`config.mk`:
```
export PLATFORM = sky130hd
export DESIGN_NAME = uic_ctrl
export DESIGN_NICKNAME = d
export VERILOG_FILES = /design/src/design/uic_pkg.sv /design/src/design/uic_ctrl.sv
export SDC_FILE = /design/constraint.sdc
export NUM_CORES = 1
export LEC_CHECK = 0
export ABC_AREA = 1
export BUFFER_PORTS_ARGS = -buffer_cell sky130_fd_sc_hd__buf_2
export CORE_MARGIN = 2
export CORE_UTILIZATION = 45
export DETAILED_ROUTE_END_ITERATION = 6
export GPL_TIMING_DRIVEN = 0
export PLACE_DENSITY = 0.74
export SYNTH_ARGS = -nofsm -noshare
export SYNTH_HDL_FRONTEND = slang
export SYNTH_SLANG_ARGS = --single-unit
export TNS_END_PERCENT = 100
```
`constraint.sdc`:
```
create_clock -name i_clk -period 2.6 [get_ports i_clk]
set_clock_uncertainty 0.1 [all_clocks]
set_input_delay 0.78 -clock i_clk [delete_from_list [all_inputs] [get_ports i_clk]]
set_output_delay 0.78 -clock i_clk [all_outputs]
set_load 0.1 [all_outputs]
```
`src/design/uic_pkg.sv`:
```
/*
  Package for the serial port interrupt and FIFO control block: register
  indices, field positions, reset values, codes and carrier structs.
  Assumes byte-wide registers, one per aligned 32-bit bus word.
*/
`default_nettype none
package uic_pkg;

  // Register indices; the byte address is four times the index.
  localparam logic [5:0] UIC_IDX_BUF    = 6'h00;
  localparam logic [5:0] UIC_IDX_IER    = 6'h01;
  localparam logic [5:0] UIC_IDX_FIFO   = 6'h02;
  localparam logic [5:0] UIC_IDX_LCR    = 6'h03;
  localparam logic [5:0] UIC_IDX_LSR    = 6'h05;
  localparam logic [5:0] UIC_IDX_MSR    = 6'h06;
  localparam logic [5:0] UIC_IDX_SHADOW = 6'h20;

  // Interrupt enable fields.
  localparam int UIC_IER_RX  = 0;
  localparam int UIC_IER_TX  = 1;
  localparam int UIC_IER_LS  = 2;
  localparam int UIC_IER_MS  = 3;

  // FIFO control fields.
  localparam int UIC_FCR_EN      = 0;
  localparam int UIC_FCR_RXCLR   = 1;
  localparam int UIC_FCR_TXCLR   = 2;
  localparam int UIC_FCR_TRIG_LO = 6;
  localparam int UIC_FCR_TRIG_HI = 7;

  // Line control divisor latch select bit.
  localparam int UIC_LCR_DLS = 7;

  // Identification codes in bits 3:0; the FIFO mode marker goes in bits 7:6.
  localparam logic [3:0] UIC_ID_NONE = 4'h1;
  localparam logic [3:0] UIC_ID_LS   = 4'h6;
  localparam logic [3:0] UIC_ID_RX   = 4'h4;
  localparam logic [3:0] UIC_ID_TO   = 4'hC;
  localparam logic [3:0] UIC_ID_TX   = 4'h2;
  localparam logic [3:0] UIC_ID_MS   = 4'h0;
  localparam logic [1:0] UIC_ID_FIFO = 2'h3;

  // Receive trigger thresholds in bytes.
  localparam logic [4:0] UIC_TRIG_0 = 5'h01;
  localparam logic [4:0] UIC_TRIG_1 = 5'h04;
  localparam logic [4:0] UIC_TRIG_2 = 5'h08;
  localparam logic [4:0] UIC_TRIG_3 = 5'h0E;

  // Character times of silence before a receive timeout.
  localparam logic [2:0] UIC_TO_CHARS = 3'h4;

  typedef struct packed {
    logic rx_push;
    logic thr_empty;
    logic line_err;
    logic modem_chg;
    logic char_tick;
  } uic_evt_t;

  typedef struct packed {
    logic [3:0] interrupt_enable;
    logic       fifo_en;
    logic [1:0] trig;
    logic [7:0] fcr_shadow;
    logic [7:0] lcr;
    logic [7:0] div_lo;
    logic [7:0] div_hi;
    logic       pend_ls;
    logic       pend_thre;
    logic       pend_ms;
    logic [2:0] to_cnt;
    logic       ack;
    logic [7:0] rdata;
    logic [3:0] id_snap;
    logic       rx_flush;
    logic       tx_flush;
    logic       rx_pop;
    logic       tx_push;
    logic       ls_read;
    logic       ms_read;
    logic [7:0] tx_data;
  } uic_state_t;

  localparam uic_state_t UIC_STATE_RST = '0;

endpackage
`default_nettype wire

```
`src/design/uic_ctrl.sv`:
```
/*
  Interrupt enable, interrupt identification and FIFO control of one
  serial port, reached as an Avalon-MM slave with waitrequest.
  Assumes the receiver, transmitter, line and modem status logic sit on the
  same clock and deliver one-cycle event pulses and the receive fill count.
*/
// Function
// - Enable bit 0 allows received data and, in FIFO mode, character timeout.
// - Enable bit 1 allows the transmitter holding register empty interrupt.
// - Enable bit 2 allows the line status error interrupt.
// - Enable bit 3 allows the modem status change interrupt.
// - Upper four enable bits always read zero.
// - All enables clear means no interrupt and an idle identification.
// - Index 2 writes FIFO control and reads identification, regardless of divisor select.
// - FIFO control bit 0 enables FIFOs; zero disables and flushes both.
// - Other FIFO control bits take effect only with bit 0 set.
// - FIFO control bit 1 flushes the receive FIFO, then self-clears.
// - FIFO control bit 2 flushes the transmit FIFO, then self-clears.
// - FIFO control bit 3 has no effect.
// - FIFO control bits 7:6 pick receive trigger of 1, 4, 8, 14 bytes.
// - Priority: line status, received data or timeout, transmit empty, modem.
// - Identification value is frozen for the whole read access.
// - Identification bit 0 is zero when an enabled interrupt is pending.
// - Identification bits 2:1 encode the highest pending source.
// - Identification bit 3 flags character timeout, only in FIFO mode.
// - Identification bits 5:4 read zero; 7:6 read one in FIFO mode.
// - Last FIFO control value is readable through a shadow register.
// - Divisor select moves indices 0 and 1 to the divisor bytes.
`timescale 1ns/1ps
`default_nettype none
module uic_ctrl
  import uic_pkg::*;
(
  input  wire logic        i_clk,
  input  wire logic        i_arst_n,
  input  wire logic        i_ce,
  input  wire logic [7:0]  i_avs_address,
  input  wire logic        i_avs_read,
  input  wire logic        i_avs_write,
  input  wire logic [31:0] i_avs_writedata,
  input  wire logic [3:0]  i_avs_byteenable,
  output logic      [31:0] o_avs_readdata,
  output logic             o_avs_waitrequest,
  input  wire uic_evt_t    i_evt,
  input  wire logic [4:0]  i_rx_count,
  input  wire logic [7:0]  i_rx_data,
  input  wire logic [7:0]  i_line_status,
  input  wire logic [7:0]  i_modem_status,
  output logic             o_irq,
  output logic             o_fifo_enable,
  output logic             o_rx_flush,
  output logic             o_tx_flush,
  output logic             o_rx_buf_read,
  output logic             o_tx_hold_write,
  output logic      [7:0]  o_tx_data,
  output logic             o_line_status_read,
  output logic             o_modem_status_read,
  output logic      [7:0]  o_line_control,
  output logic      [15:0] o_divisor
);

  uic_state_t s_r;
  uic_state_t s_nxt;

  logic [5:0] idx;
  logic       req;
  logic       start;
  logic       done;
  logic       wr;
  logic       rd_done;
  logic       dls;
  logic       rx_level;
  logic       to_pend;
  logic       en_ls;
  logic       en_rx;
  logic       en_to;
  logic       en_tx;
  logic       en_ms;
  logic [7:0] id_live;
  logic [7:0] rd_mux;
  logic       buf_rd;
  logic       buf_wr;

  function automatic logic [4:0] trig_bytes(input logic [1:0] sel);
    unique case (sel)
      2'h0: trig_bytes = UIC_TRIG_0;
      2'h1: trig_bytes = UIC_TRIG_1;
      2'h2: trig_bytes = UIC_TRIG_2;
      2'h3: trig_bytes = UIC_TRIG_3;
    endcase
  endfunction

  // Index decode also gated by divisor select where the index is shared.
  function automatic logic hit(input logic [5:0] a, input logic [5:0] want,
                               input logic sel, input logic need_data);
    hit = (a == want) && (sel == need_data);
  endfunction

  assign idx   = i_avs_address[7:2];
  assign dls   = s_r.lcr[UIC_LCR_DLS];
  assign req   = i_avs_read | i_avs_write;
  assign start = i_ce & req & ~s_r.ack;
  assign done  = i_ce & req & s_r.ack;
  assign wr    = done & i_avs_write & i_avs_byteenable[0];
  assign rd_done = done & i_avs_read;

  // A read of the receive buffer or a write of the holding register.
  assign buf_rd = rd_done & hit(idx, UIC_IDX_BUF, dls, 1'b0);
  assign buf_wr = wr & hit(idx, UIC_IDX_BUF, dls, 1'b0);

  // Received data is a level: it falls by itself once the FIFO drains below the trigger.
  assign rx_level = s_r.fifo_en ? (i_rx_count >= trig_bytes(s_r.trig)) : (i_rx_count != 5'h00);
  assign to_pend  = s_r.fifo_en && (s_r.to_cnt == UIC_TO_CHARS) && (i_rx_count != 5'h00);

  assign en_ls = s_r.pend_ls   & s_r.interrupt_enable[UIC_IER_LS];
  assign en_rx = rx_level      & s_r.interrupt_enable[UIC_IER_RX];
  assign en_to = to_pend       & s_r.interrupt_enable[UIC_IER_RX];
  assign en_tx = s_r.pend_thre & s_r.interrupt_enable[UIC_IER_TX];
  assign en_ms = s_r.pend_ms   & s_r.interrupt_enable[UIC_IER_MS];

  // Disabled sources never reach the code, so all enables low reads as idle.
  always_comb begin
    id_live[7:6] = s_r.fifo_en ? UIC_ID_FIFO : 2'h0;
    id_live[5:4] = 2'h0;
    if (en_ls) begin
      id_live[3:0] = UIC_ID_LS;
    end else if (en_to) begin
      id_live[3:0] = UIC_ID_TO;
    end else if (en_rx) begin
      id_live[3:0] = UIC_ID_RX;
    end else if (en_tx) begin
      id_live[3:0] = UIC_ID_TX;
    end else if (en_ms) begin
      id_live[3:0] = UIC_ID_MS;
    end else begin
      id_live[3:0] = UIC_ID_NONE;
    end
  end

  always_comb begin
    rd_mux = 8'h00;
    unique case (idx)
      UIC_IDX_BUF: begin
        rd_mux = dls ? s_r.div_lo : i_rx_data;
      end
      UIC_IDX_IER: begin
        rd_mux = dls ? s_r.div_hi : {4'h0, s_r.interrupt_enable};
      end
      UIC_IDX_FIFO: begin
        rd_mux = id_live;
      end
      UIC_IDX_LCR: begin
        rd_mux = s_r.lcr;
      end
      UIC_IDX_LSR: begin
        rd_mux = i_line_status;
      end
      UIC_IDX_MSR: begin
        rd_mux = i_modem_status;
      end
      UIC_IDX_SHADOW: begin
        rd_mux = s_r.fcr_shadow;
      end
      default: begin
        rd_mux = 8'h00;
      end
    endcase
  end

  always_comb begin
    s_nxt = s_r;
    s_nxt.rx_flush = 1'b0;
    s_nxt.tx_flush = 1'b0;
    s_nxt.rx_pop   = 1'b0;
    s_nxt.tx_push  = 1'b0;
    s_nxt.ls_read  = 1'b0;
    s_nxt.ms_read  = 1'b0;
    s_nxt.ack      = start;

    // Value and source are captured at the first edge and held until the access ends.
    if (start && i_avs_read) begin
      s_nxt.rdata = rd_mux;
      if (idx == UIC_IDX_FIFO) begin
        s_nxt.id_snap = id_live[3:0];
      end
    end

    if (wr) begin
      unique case (idx)
        UIC_IDX_BUF: begin
          if (dls) begin
            s_nxt.div_lo = i_avs_writedata[7:0];
          end else begin
            s_nxt.tx_data = i_avs_writedata[7:0];
            s_nxt.tx_push = 1'b1;
          end
        end
        UIC_IDX_IER: begin
          if (dls) begin
            s_nxt.div_hi = i_avs_writedata[7:0];
          end else begin
            s_nxt.interrupt_enable = i_avs_writedata[3:0];
          end
        end
        UIC_IDX_FIFO: begin
          s_nxt.fcr_shadow = i_avs_writedata[7:0];
          s_nxt.fifo_en    = i_avs_writedata[UIC_FCR_EN];
          if (!i_avs_writedata[UIC_FCR_EN] || !s_r.fifo_en) begin
            // Any change of mode discards what both FIFOs held.
            s_nxt.rx_flush = s_r.fifo_en | i_avs_writedata[UIC_FCR_EN] | ~i_avs_writedata[UIC_FCR_EN];
            s_nxt.tx_flush = s_r.fifo_en | i_avs_writedata[UIC_FCR_EN] | ~i_avs_writedata[UIC_FCR_EN];
          end
          // Bit 3 and the reserved bits steer nothing.
          if (i_avs_writedata[UIC_FCR_EN]) begin
            s_nxt.trig = i_avs_writedata[UIC_FCR_TRIG_HI:UIC_FCR_TRIG_LO];
            if (i_avs_writedata[UIC_FCR_RXCLR]) begin
              s_nxt.rx_flush = 1'b1;
            end
            if (i_avs_writedata[UIC_FCR_TXCLR]) begin
              s_nxt.tx_flush = 1'b1;
            end
          end
        end
        UIC_IDX_LCR: begin
          s_nxt.lcr = i_avs_writedata[7:0];
        end
        default: begin
        end
      endcase
    end

    if (buf_rd) begin
      s_nxt.rx_pop = 1'b1;
    end
    if (rd_done && idx == UIC_IDX_LSR) begin
      s_nxt.ls_read = 1'b1;
    end
    if (rd_done && idx == UIC_IDX_MSR) begin
      s_nxt.ms_read = 1'b1;
    end

    // A new event in the clearing cycle wins over the clear.
    s_nxt.pend_ls = i_evt.line_err |
                    (s_r.pend_ls & ~(rd_done && idx == UIC_IDX_LSR));
    s_nxt.pend_ms = i_evt.modem_chg |
                    (s_r.pend_ms & ~(rd_done && idx == UIC_IDX_MSR));
    s_nxt.pend_thre = i_evt.thr_empty |
                      (s_r.pend_thre & ~buf_wr &
                       ~(rd_done && idx == UIC_IDX_FIFO && s_r.id_snap == UIC_ID_TX));

    // Silence counter: restarts on any push or pop, so a buffer read clears the timeout.
    if (!s_r.fifo_en || i_rx_count == 5'h00 || i_evt.rx_push || buf_rd) begin
      s_nxt.to_cnt = 3'h0;
    end else if (i_evt.char_tick && s_r.to_cnt != UIC_TO_CHARS) begin
      s_nxt.to_cnt = s_r.to_cnt + 3'h1;
    end
  end

  always_ff @(posedge i_clk or negedge i_arst_n) begin
    if (!i_arst_n) begin
      s_r <= UIC_STATE_RST;
    end else if (i_ce) begin
      s_r <= s_nxt;
    end
  end

  // Waitrequest is combinational so each access costs exactly one wait cycle while the clock enable stays high.
  // A low clock enable keeps it high, so the master never sees a completion that was not taken.
  assign o_avs_waitrequest   = req & ~(s_r.ack & i_ce);
  assign o_avs_readdata      = {24'h000000, s_r.rdata};
  assign o_irq               = en_ls | en_rx | en_to | en_tx | en_ms;
  assign o_fifo_enable       = s_r.fifo_en;
  assign o_rx_flush          = s_r.rx_flush;
  assign o_tx_flush          = s_r.tx_flush;
  assign o_rx_buf_read       = s_r.rx_pop;
  assign o_tx_hold_write     = s_r.tx_push;
  assign o_tx_data           = s_r.tx_data;
  assign o_line_status_read  = s_r.ls_read;
  assign o_modem_status_read = s_r.ms_read;
  assign o_line_control      = s_r.lcr;
  assign o_divisor           = {s_r.div_hi, s_r.div_lo};

endmodule // uic_ctrl
`default_nettype wire

```
==> impl_metrics.tcl, run 1 <==
set metrics [dict create \
    synth_area_mm2 0.00411 \
    finalSetupViolations 1 \
    layoutNonFillerInstCount 786 \
    die-height_um 99.5 \
    crit_arrival_ns 1.97 \
    dp.final_hpwl_um 8480 \
    p_seq_share_pct 44.4 \
    path_max_fanout 4 \
    critical-path-top-delay-family "simple AND/OR/NAND/NOR gates" \
    clkSinkCount 71 \
    wl_per_cell_um 14.4 \
    port_buffers 102 \
    clk_path_buf_depth 2 \
    critical_path_required_ns 1.72 \
    die_w_um 99.5 \
    violations "setup timing" \
    ys_types 36 \
    startpoint_type "flop" \
    seq_area_frac_synth_pct 43.3 \
    period_share_pct 109 \
    core_mm2 0.00881 \
    cp_slowest_cell "dfrtp_2" \
    vias 3930 \
    hold_path.class "flop to flop" \
    outcome "finished, violations left" \
    wl_um 11400 \
    crit_chain "nor2_4, ha_4, inv_2, nand2_2, nand2_1, nor2_1, nor2_1, nor2_1, nor2_2, nand3_4, buf_12" \
    place_area_mm2 0.00490 \
    antenna_left 0 \
    grt_max_degree 72 \
    numCtsBuffers 9 \
    drt-initial-drc-count 292 \
    avgSynthCellArea_um2 7.82 \
    holdPathStages 2 \
    path_common_cell "nor2_1" \
    fin_ws_ns -0.245 \
    cts-root-buf "clkbuf_8" \
    die_area_mm2 0.00991 \
    relSlewSlack_pct 39.6 \
    reg2reg_depth 19 \
    tightest_slew_ns 0.905 \
    final_area_mm2 0.00523 \
    insertion_delay_ns 0.36 \
    pwr_density_cell_mw_per_mm2 503 \
    holdBufCountCts 0 \
    initial_core_util_pct 46.6 \
    swShare_pct 35.3 \
    cp_num_buf_inv 2 \
    drv_slew 0 \
    cts_max_level 3 \
    overflow 0 \
    layout-drive-gt1-share_pct 36.6 \
    clockPowerShare_pct 31.0 \
    antenna_cells 0 \
    p_switching_w 0.000930 \
    critPathCaptureType "primary output" \
    hold_ws_ns 0.381 \
    final_nets 762 \
    fill_cells 826 \
    grt_usage_pct 23.2 \
    cts_tree "done" \
    critical_path_cell_count 11 \
    p_int_w 0.00170 \
    min_period_ns 2.85 \
    ys_warn_count 0 \
    leakage_nw 2.96 \
    netlist_instances 525 \
    rsz0062_at_grt "yes" \
    path_clk_slew_ns 0.07 \
    crit_type "flop to primary output" \
    comb_power_share_pct 24.7 \
    antenna_found_initial 0 \
    dp.cells 758 \
    grt_pass1_wl_um 18200 \
    regArea_mm2 0.00178 \
    hold_violations 0 \
    rows 34 \
    fmax_mhz 351 \
    gp_congestion 0.878 \
    synth-seq-cells 71 \
    dr.pass1.iters 5 \
    drcViolationCount 0 \
    grt_pass1_vias 3812 \
    pin_count 156 \
    syn_to_final_growth_pct 27.2 \
    max_cap_violations 0 \
    ir_worst_vdd_v 0.000256 \
    multi_input_area_mm2 0.00179 \
    viasPerCell 5.00 \
    max_stage_delay_ns 0.45 \
]
-- kinds of logic after synthesis --
family,synth area share (%)
AOI/OAI and AO/OA,11.5
buffers and inverters,17.3
xor gates and xnor gates,0.213
adders and majority gates,1.83
other,0.0913
DFF,43.3
and+or+nand+nor,25.9
-- power by group through the flow --
stage / combinational (W) / sequential (W) / clock [W]
2_1_floorplan: 0.000474 / 0.00119 / 0
3_3_place_gp: 0.000604 / 0.00119 / 0
3_5_place_dp: 0.000617 / 0.00119 / 0
4_1_cts: 0.000644 / 0.00117 / 0.000821
5_1_grt: 0.000688 / 0.00117 / 0.000863
6_report: 0.000649 / 0.00117 / 0.000814
-- area by class of cell --
type / count / share of cell area, %
Buffer: 73 / 10.2
Clock buffer: 13 / 3.04
Clock inverter: 3 / 0.335
Inverter: 46 / 3.35
Multi-Input combinational cell: 358 / 34.2
Sequential cell: 71 / 34.1
Tap cell: 108 / 2.59
Timing Repair Buffer: 114 / 12.2
-- worst paths after layout --
check                                   from           endpoint  slack (ns)
setup / recovery                     s_r[65]              o_irq       -0.25
hold / removal             o_avs_readdata[6]  o_avs_readdata[6]        0.38
setup reg to reg                     s_r[65]  o_avs_readdata[1]        0.19
hold reg to reg            o_avs_readdata[6]  o_avs_readdata[6]        0.38
max in group asynchronous           i_arst_n            s_r[65]        1.30
min in group asynchronous           i_arst_n       o_divisor[4]        0.43
-- layer usage --
layer | global-route usage [%] | wire (µm)
met5 | 0 | 0
met4 | 7.38 | 204
met3 | 4.15 | 748
met2 | 38.5 | 5400
met1 | 31.1 | 5000
-- per-stage QoR --
stage / total power [W] / setup slack, ns / setup TNS, ns / util (%)
3_3_place_gp: 0.00179 / -0.459 / -0.459 / 55.6
3_5_place_dp: 0.00181 / -0.495 / -0.495 / 55.6
5_1_grt: 0.00272 / -0.332 / -0.332 / 59.3
6_report: 0.00263 / -0.245 / -0.245 / 59.3
2_1_floorplan: 0.00166 / -0.0756 / -0.0930 / -
4_1_cts: 0.00263 / -0.205 / -0.316 / 59.1
-- flip-flops by register name (all words and copies together) (netlist names) --
name	count
o_avs_readdata	8
o_line_control	8
o_tx_hold_write	1
o_rx_buf_read	1
o_tx_flush	1
o_tx_data	8
o_divisor	16
o_line_status_read	1
o_modem_status_read	1
o_rx_flush	1
s_r	25
-- synth_stat cells --
master    instances  area (µm²)
inv_2             7        26.3
nor2_8            1        20.0
nor2_2            4        25.0
a31oi_1           2        12.5
a22o_1            2        17.5
nor3_1            5        25.0
buf_1             2        7.51
o31ai_1           2        15.0
o21ai_2           8        70.1
nor2_4            2        22.5
nand2_1         168         631
inv_4             1        6.26
xor2_1            1        8.76
dfrtp_1          71        1780
a21oi_1          13        65.1
buf_2             5        25.0
conb_1            1        3.75
o21ai_1          20         100
ha_1              6        75.1
o21ai_0          23         115
or2_2             1        6.26
buf_6             2        22.5
clkinv_1          1        3.75
nor2_1           31         116
o211ai_1          1        7.51
nor4_1            1        6.26
nand3_2           1        10.0
nand3b_1          1        7.51
nor3_4            1        16.3
inv_1            37         139
a22oi_1           9        67.6
or2_1             1        6.26
nand4_1          12        75.1
nand3_1          14        70.1
buf_4            64         480
nand2_2           4        25.0
-- worst min-delay path, cell delays in order (launching register included) --
cell and delay, ns:
dfrtp_1 0.35, nand2_1 0.05, nand2_1 0.05
-- cells in the final DEF, fill, tap and decap left out, types with 2 or more instances in the layout --
cell and n:
nor2_2 6, a21oi_1 12, conb_1 24, nor2_4 3, clkinv_2 2, nand4_1 12
o31ai_1 2, buf_2 103, inv_1 33, buf_4 75, clkbuf_1 2, nand2_2 7
ha_4 3, o21ai_2 8, nor2_1 28, buf_1 2, o21ai_1 21, a31oi_1 2
inv_2 11, a22oi_1 9, clkbuf_8 11, ha_1 3, nand3_2 2, o21ai_0 22
dfrtp_1 68, nor3_1 5, buf_6 6, nand3_1 12, dfrtp_2 3, a22o_1 2
nand2_1 165
-- what timing repair did --
action | CTS | global route
endpoints found under the setup margin | 1 | 3
setup buffers | 12 | 3
pin swaps | 10 | 8
resized for setup | 12 | 9
Note: power is estimated with default switching activity, not from simulation.
==> run 2, diff against run 1 <==
PLACE_DENSITY = 0.77   (was 0.74)
clock period = 2.5 ns   (was 2.6 ns; I/O delays follow)
==> impl_metrics.tcl, run 2 (same netlist as run 1, synthesis figures left out) <==
set metrics [dict create \
    die_w_um 99.5 \
    dp.final_hpwl_um 8300 \
    core_mm2 0.00881 \
    critPathCaptureType "primary output" \
    port_buffers 102 \
    initial_core_util_pct 46.6 \
    die-height_um 99.5 \
    wl_per_cell_um 14.4 \
    antenna_found_initial 0 \
    dp_slack_ns -0.520 \
    grt_max_degree 72 \
    hold_violations 0 \
    period_share_pct 115 \
    overflow 0 \
    die_area_mm2 0.00991 \
    drv_slew 0 \
    max_cap_violations 0 \
    post-route-util_pct 59.8 \
    reg2reg_depth 18 \
    fill_cells 809 \
    critical_path_required_ns 1.65 \
    cts_tree "done" \
    cts_max_level 3 \
    top_register "s_r" \
    clk_path_buf_depth 2 \
    vias 3873 \
    finalSetupViolations 1 \
    insertion_delay_ns 0.34 \
    final_nets 761 \
    wl_um 11300 \
    grt_usage_pct 23.1 \
    startpoint_type "flop" \
    pin_count 156 \
    numCtsBuffers 9 \
    min_period_ns 2.86 \
    cts-root-buf "clkbuf_8" \
    hold_path.class "flop to flop" \
    crit_type "flop to primary output" \
    tightest_slew_ns 0.865 \
    drcViolationCount 0 \
    rows 34 \
    drt-initial-drc-count 187 \
    outcome "finished, violations left" \
    dr.pass1.iters 5 \
    relSlewSlack_pct 42.3 \
    holdPathStages 2 \
    fmax_mhz 349 \
    path_clk_slew_ns 0.07 \
    antenna_left 0 \
    largest_reg_flops 25 \
    violations "setup timing" \
    layout-drive-gt1-share_pct 36.6 \
    fin_ws_ns -0.363 \
    rsz0062_at_grt "yes" \
    pwr_density_cell_mw_per_mm2 548 \
    grt_pass1_vias 3714 \
    path_max_fanout 3 \
    viasPerCell 4.93 \
    crit_arrival_ns 2.01 \
    mostFrequentLayoutCells "nand2_1 (165), buf_2 (104), buf_4 (73)" \
    grt_pass1_wl_um 17900 \
    ir_worst_vdd_v 0.000331 \
    syn_to_final_growth_pct 28.2 \
    clkSinkCount 71 \
    antenna_cells 0 \
    gp_congestion 0.953 \
    leakage_nw 2.97 \
    final_common_cell "nand2_1" \
]
## run 2: cell types whose count changed in the layout (fill, tap and decap cells not counted), sizes merged
cell      previous run  this run
bufinv               0         2
clkbuf              13        11
buf                187       185
clkinvlp             1         2
## run 2: cell type report
type	count	area (µm²)	share of cell area [%]
Tap cell	108	135	2.57
Timing Repair Buffer	113	624	11.9
Multi-Input combinational cell	358	1800	34.1
Buffer	73	536	10.2
Inverter	46	183	3.47
Clock inverter	6	85.1	1.62
Clock buffer	10	128	2.42
Sequential cell	71	1780	33.8
## run 2: power by group
part | total (W) | switching [W] | leakage (nW) | internal, W
clock network | 0.000994 | 0.000436 | 0.102 | 0.000558
registers | 0.00121 | 0.0000278 | 0.959 | 0.00119
logic | 0.000676 | 0.000507 | 1.91 | 0.000170
total | 0.00288 | 0.000970 | 2.97 | 0.00191
## run 2: stage by stage
step / setup TNS, ns / instance area [µm²] / total power (W) / instances / hold slack (ns)
global placement: -0.510 / 4900 / 0.00186 / 758 / 0.363
CTS: -0.856 / 5210 / 0.00288 / 784 / 0.385
finish: -0.363 / 5270 / 0.00288 / 785 / 0.380
detailed placement: -0.520 / 4900 / 0.00187 / 758 / 0.366
floorplan: -0.173 / 4250 / 0.00173 / 548 / 0.350
global route: -0.483 / 5270 / 0.00299 / 785 / 0.403
## run 2: final timing paths
| check | to | from | slack [ns] |
|---|---|---|---|
| worst min register to register | o_avs_readdata[7] | o_avs_readdata[7] | 0.38 |
| min in group asynchronous | o_divisor[4] | i_arst_n | 0.40 |
| max in group asynchronous | s_r[57] | i_arst_n | 1.27 |
| worst max-delay path | o_irq | s_r[65] | -0.36 |
| worst max register to register | o_avs_readdata[1] | s_r[65] | 0.15 |
| worst min-delay path | o_avs_readdata[7] | o_avs_readdata[7] | 0.38 |
## run 2: worst max-delay path, stage by stage, from the launching register on
cell	delay [ns]
dfrtp_1	0.42
buf_6	0.14
inv_4	0.04
ha_4	0.19
nand2_2	0.06
nand2_1	0.07
nand2_2	0.07
nand2_1	0.05
nor2_1	0.10
nor2_1	0.05
nor2_2	0.18
nand3_4	0.12
buf_12	0.18
## run 2: routing by layer
| layer | global-route usage (%) | up-vias | share of wire, % | wire, µm |
|---|---|---|---|---|
| met5 | 0 | - | 0 | 0 |
| met4 | 10.7 | 0 | 2.7 | 309 |
| met3 | 3.23 | 28 | 7.1 | 802 |
| met2 | 38.1 | 189 | 48 | 5460 |
| met1 | 30.0 | 1761 | 42 | 4740 |
| li1 | - | 1895 | - | - |
## run 2: what timing repair did
| action | in CTS | in global routing |
|---|---|---|
| endpoints found under the setup margin | 1 | 4 |
| setup buffers | 10 | 6 |
| resized for setup | 8 | 16 |
| hold buffers | 0 | 0 |
| pin swaps | 10 | 17 |
==> run 3, diff against run 2 <==
CAP_MARGIN = 20   (was default)
CELL_PAD_IN_SITES_DETAIL_PLACEMENT = 1   (was default)
CELL_PAD_IN_SITES_GLOBAL_PLACEMENT = 1   (was default)
CORE_UTILIZATION = 32   (was 45)
PLACE_DENSITY = default   (was 0.77)
PLACE_DENSITY_LB_ADDON = 0.1   (was default)
==> impl_metrics.tcl, run 3 (same netlist as run 1, synthesis figures left out) <==
set metrics [dict create \
    cp_num_buf_inv 2 \
    pwr_density_cell_mw_per_mm2 600 \
    hold_path.class "input pin to async pin" \
    initial_core_util_pct 32.7 \
    wl_um 13400 \
    ir_worst_vdd_v 0.000303 \
    rows 41 \
    leakage_nw 3.00 \
    overflow 0 \
    finalSetupViolations 1 \
    reg2reg_depth 16 \
    grt_pass1_vias 3990 \
    drv_slew 0 \
    core_mm2 0.0126 \
    tightest_slew_ns 0.663 \
    path_common_cell "nor2_4" \
    wl_per_cell_um 15.9 \
    port_buffers 102 \
    grt_usage_pct 20.1 \
    clkSinkCount 71 \
    die-height_um 117 \
    hold_violations 0 \
    cts-root-buf "clkbuf_16" \
    critical_path_required_ns 1.65 \
    min_period_ns 2.78 \
    path_max_fanout 4 \
    post-route-util_pct 43.0 \
    path_clk_slew_ns 0.06 \
    dp.cells 823 \
    dr.pass1.iters 4 \
    pin_count 156 \
    largest_reg_flops 25 \
    layoutNonFillerInstCount 843 \
    antenna_cells 0 \
    critical-path-top-delay-family "simple AND/OR/NAND/NOR gates" \
    crit_arrival_ns 1.93 \
    final_area_mm2 0.00541 \
    antenna_found_initial 0 \
    die_w_um 117 \
    cp_slowest_cell "dfrtp_2" \
    mostFrequentLayoutCells "nand2_1 (165), buf_2 (104), buf_4 (69)" \
    cts_max_level 3 \
    max_stage_delay_ns 0.44 \
    final_nets 755 \
    startpoint_type "flop" \
    outcome "finished, violations left" \
    drcViolationCount 0 \
    grt_max_degree 53 \
    grt_pass1_wl_um 21600 \
    numCtsBuffers 9 \
    die_area_mm2 0.0138 \
    place_area_mm2 0.00501 \
    clk_path_buf_depth 2 \
    layout-drive-gt1-share_pct 36.2 \
    dp_slack_ns -0.585 \
    drt-initial-drc-count 139 \
    crit_type "flop to primary output" \
    gp_congestion 0.835 \
    crit_chain "nor2_4, ha_4, inv_2, nand2_2, nand2_2, nor2_4, nor2_2, nor2_2, nor2_4, nand3_4, buf_12" \
    period_share_pct 111 \
    relSlewSlack_pct 55.7 \
    syn_to_final_growth_pct 31.6 \
    fill_cells 1564 \
    vias 3806 \
    antenna_left 0 \
    final_common_cell "nand2_1" \
    critPathCaptureType "primary output" \
    hold_ws_ns 0.204 \
    fmax_mhz 359 \
    viasPerCell 4.51 \
    fin_ws_ns -0.284 \
    critical_path_cell_count 11 \
    violations "setup timing" \
    holdBufCountCts 0 \
    rsz0062_at_grt "yes" \
    max_cap_violations 0 \
    cts_tree "done" \
    top_register "s_r" \
    dp.final_hpwl_um 10400 \
    insertion_delay_ns 0.33 \
]
==> run 3: changes by cell type in the layout (fill, tap and decap cells not counted), sizes merged <==
cell / before / now
clkinvlp: 2 / 0
buf: 185 / 180
clkbuf: 11 / 12
==> run 3: final timing paths <==
kind / startpoint / to / slack (ns)
worst min register to register: o_tx_hold_write / o_tx_hold_write / 0.38
worst min-delay path: i_arst_n / s_r[29] / 0.20
worst max register to register: s_r[65] / o_avs_readdata[2] / 0.45
min in group i_clk: o_tx_hold_write / o_tx_hold_write / 0.38
worst max-delay path: s_r[65] / o_irq / -0.28
max in group asynchronous: i_arst_n / s_r[66] / 1.53
==> run 3: layer usage <==
metal	GRT usage (%)	up-vias	wire length (µm)
met5	0	-	0
met4	5.05	0	148
met3	4.47	11	580
met2	33.8	92	6580
met1	26.3	1819	6070
li1	-	1884	-
==> run 3: cell type report <==
cell class / instances / area, µm² / area share [%]
plain buffers: 73 / 536 / 9.90
clock buffers: 12 / 236 / 4.37
clock inverters: 4 / 70.1 / 1.30
inverters: 46 / 175 / 3.24
multi-input cells: 358 / 1800 / 33.3
flip-flops and latches: 71 / 1780 / 32.9
well taps: 172 / 215 / 3.98
repair buffers: 107 / 592 / 10.9
==> run 3: stage by stage <==
| stage | total power (W) | TNS [ns] |
|---|---|---|
| global placement | 0.00188 | -0.558 |
| global route | 0.00338 | -0.385 |
| detailed placement | 0.00190 | -0.585 |
| CTS | 0.00327 | -0.320 |
| finish | 0.00325 | -0.284 |
| floorplan | 0.00173 | -0.173 |
==> run 3: report_power, final <==
part           internal (W)  total (W)  switching [W]
Sequential          0.00119    0.00122      0.0000305
Clock              0.000871    0.00135       0.000480
Combinational      0.000166   0.000678       0.000512
Total               0.00222    0.00325        0.00102
==> run 3: what timing repair did <==
action	4_1_cts	5_1_grt
endpoints found under the setup margin	1	1
pin swaps	5	12
gates resized for setup	8	16
setup buffers	2	2
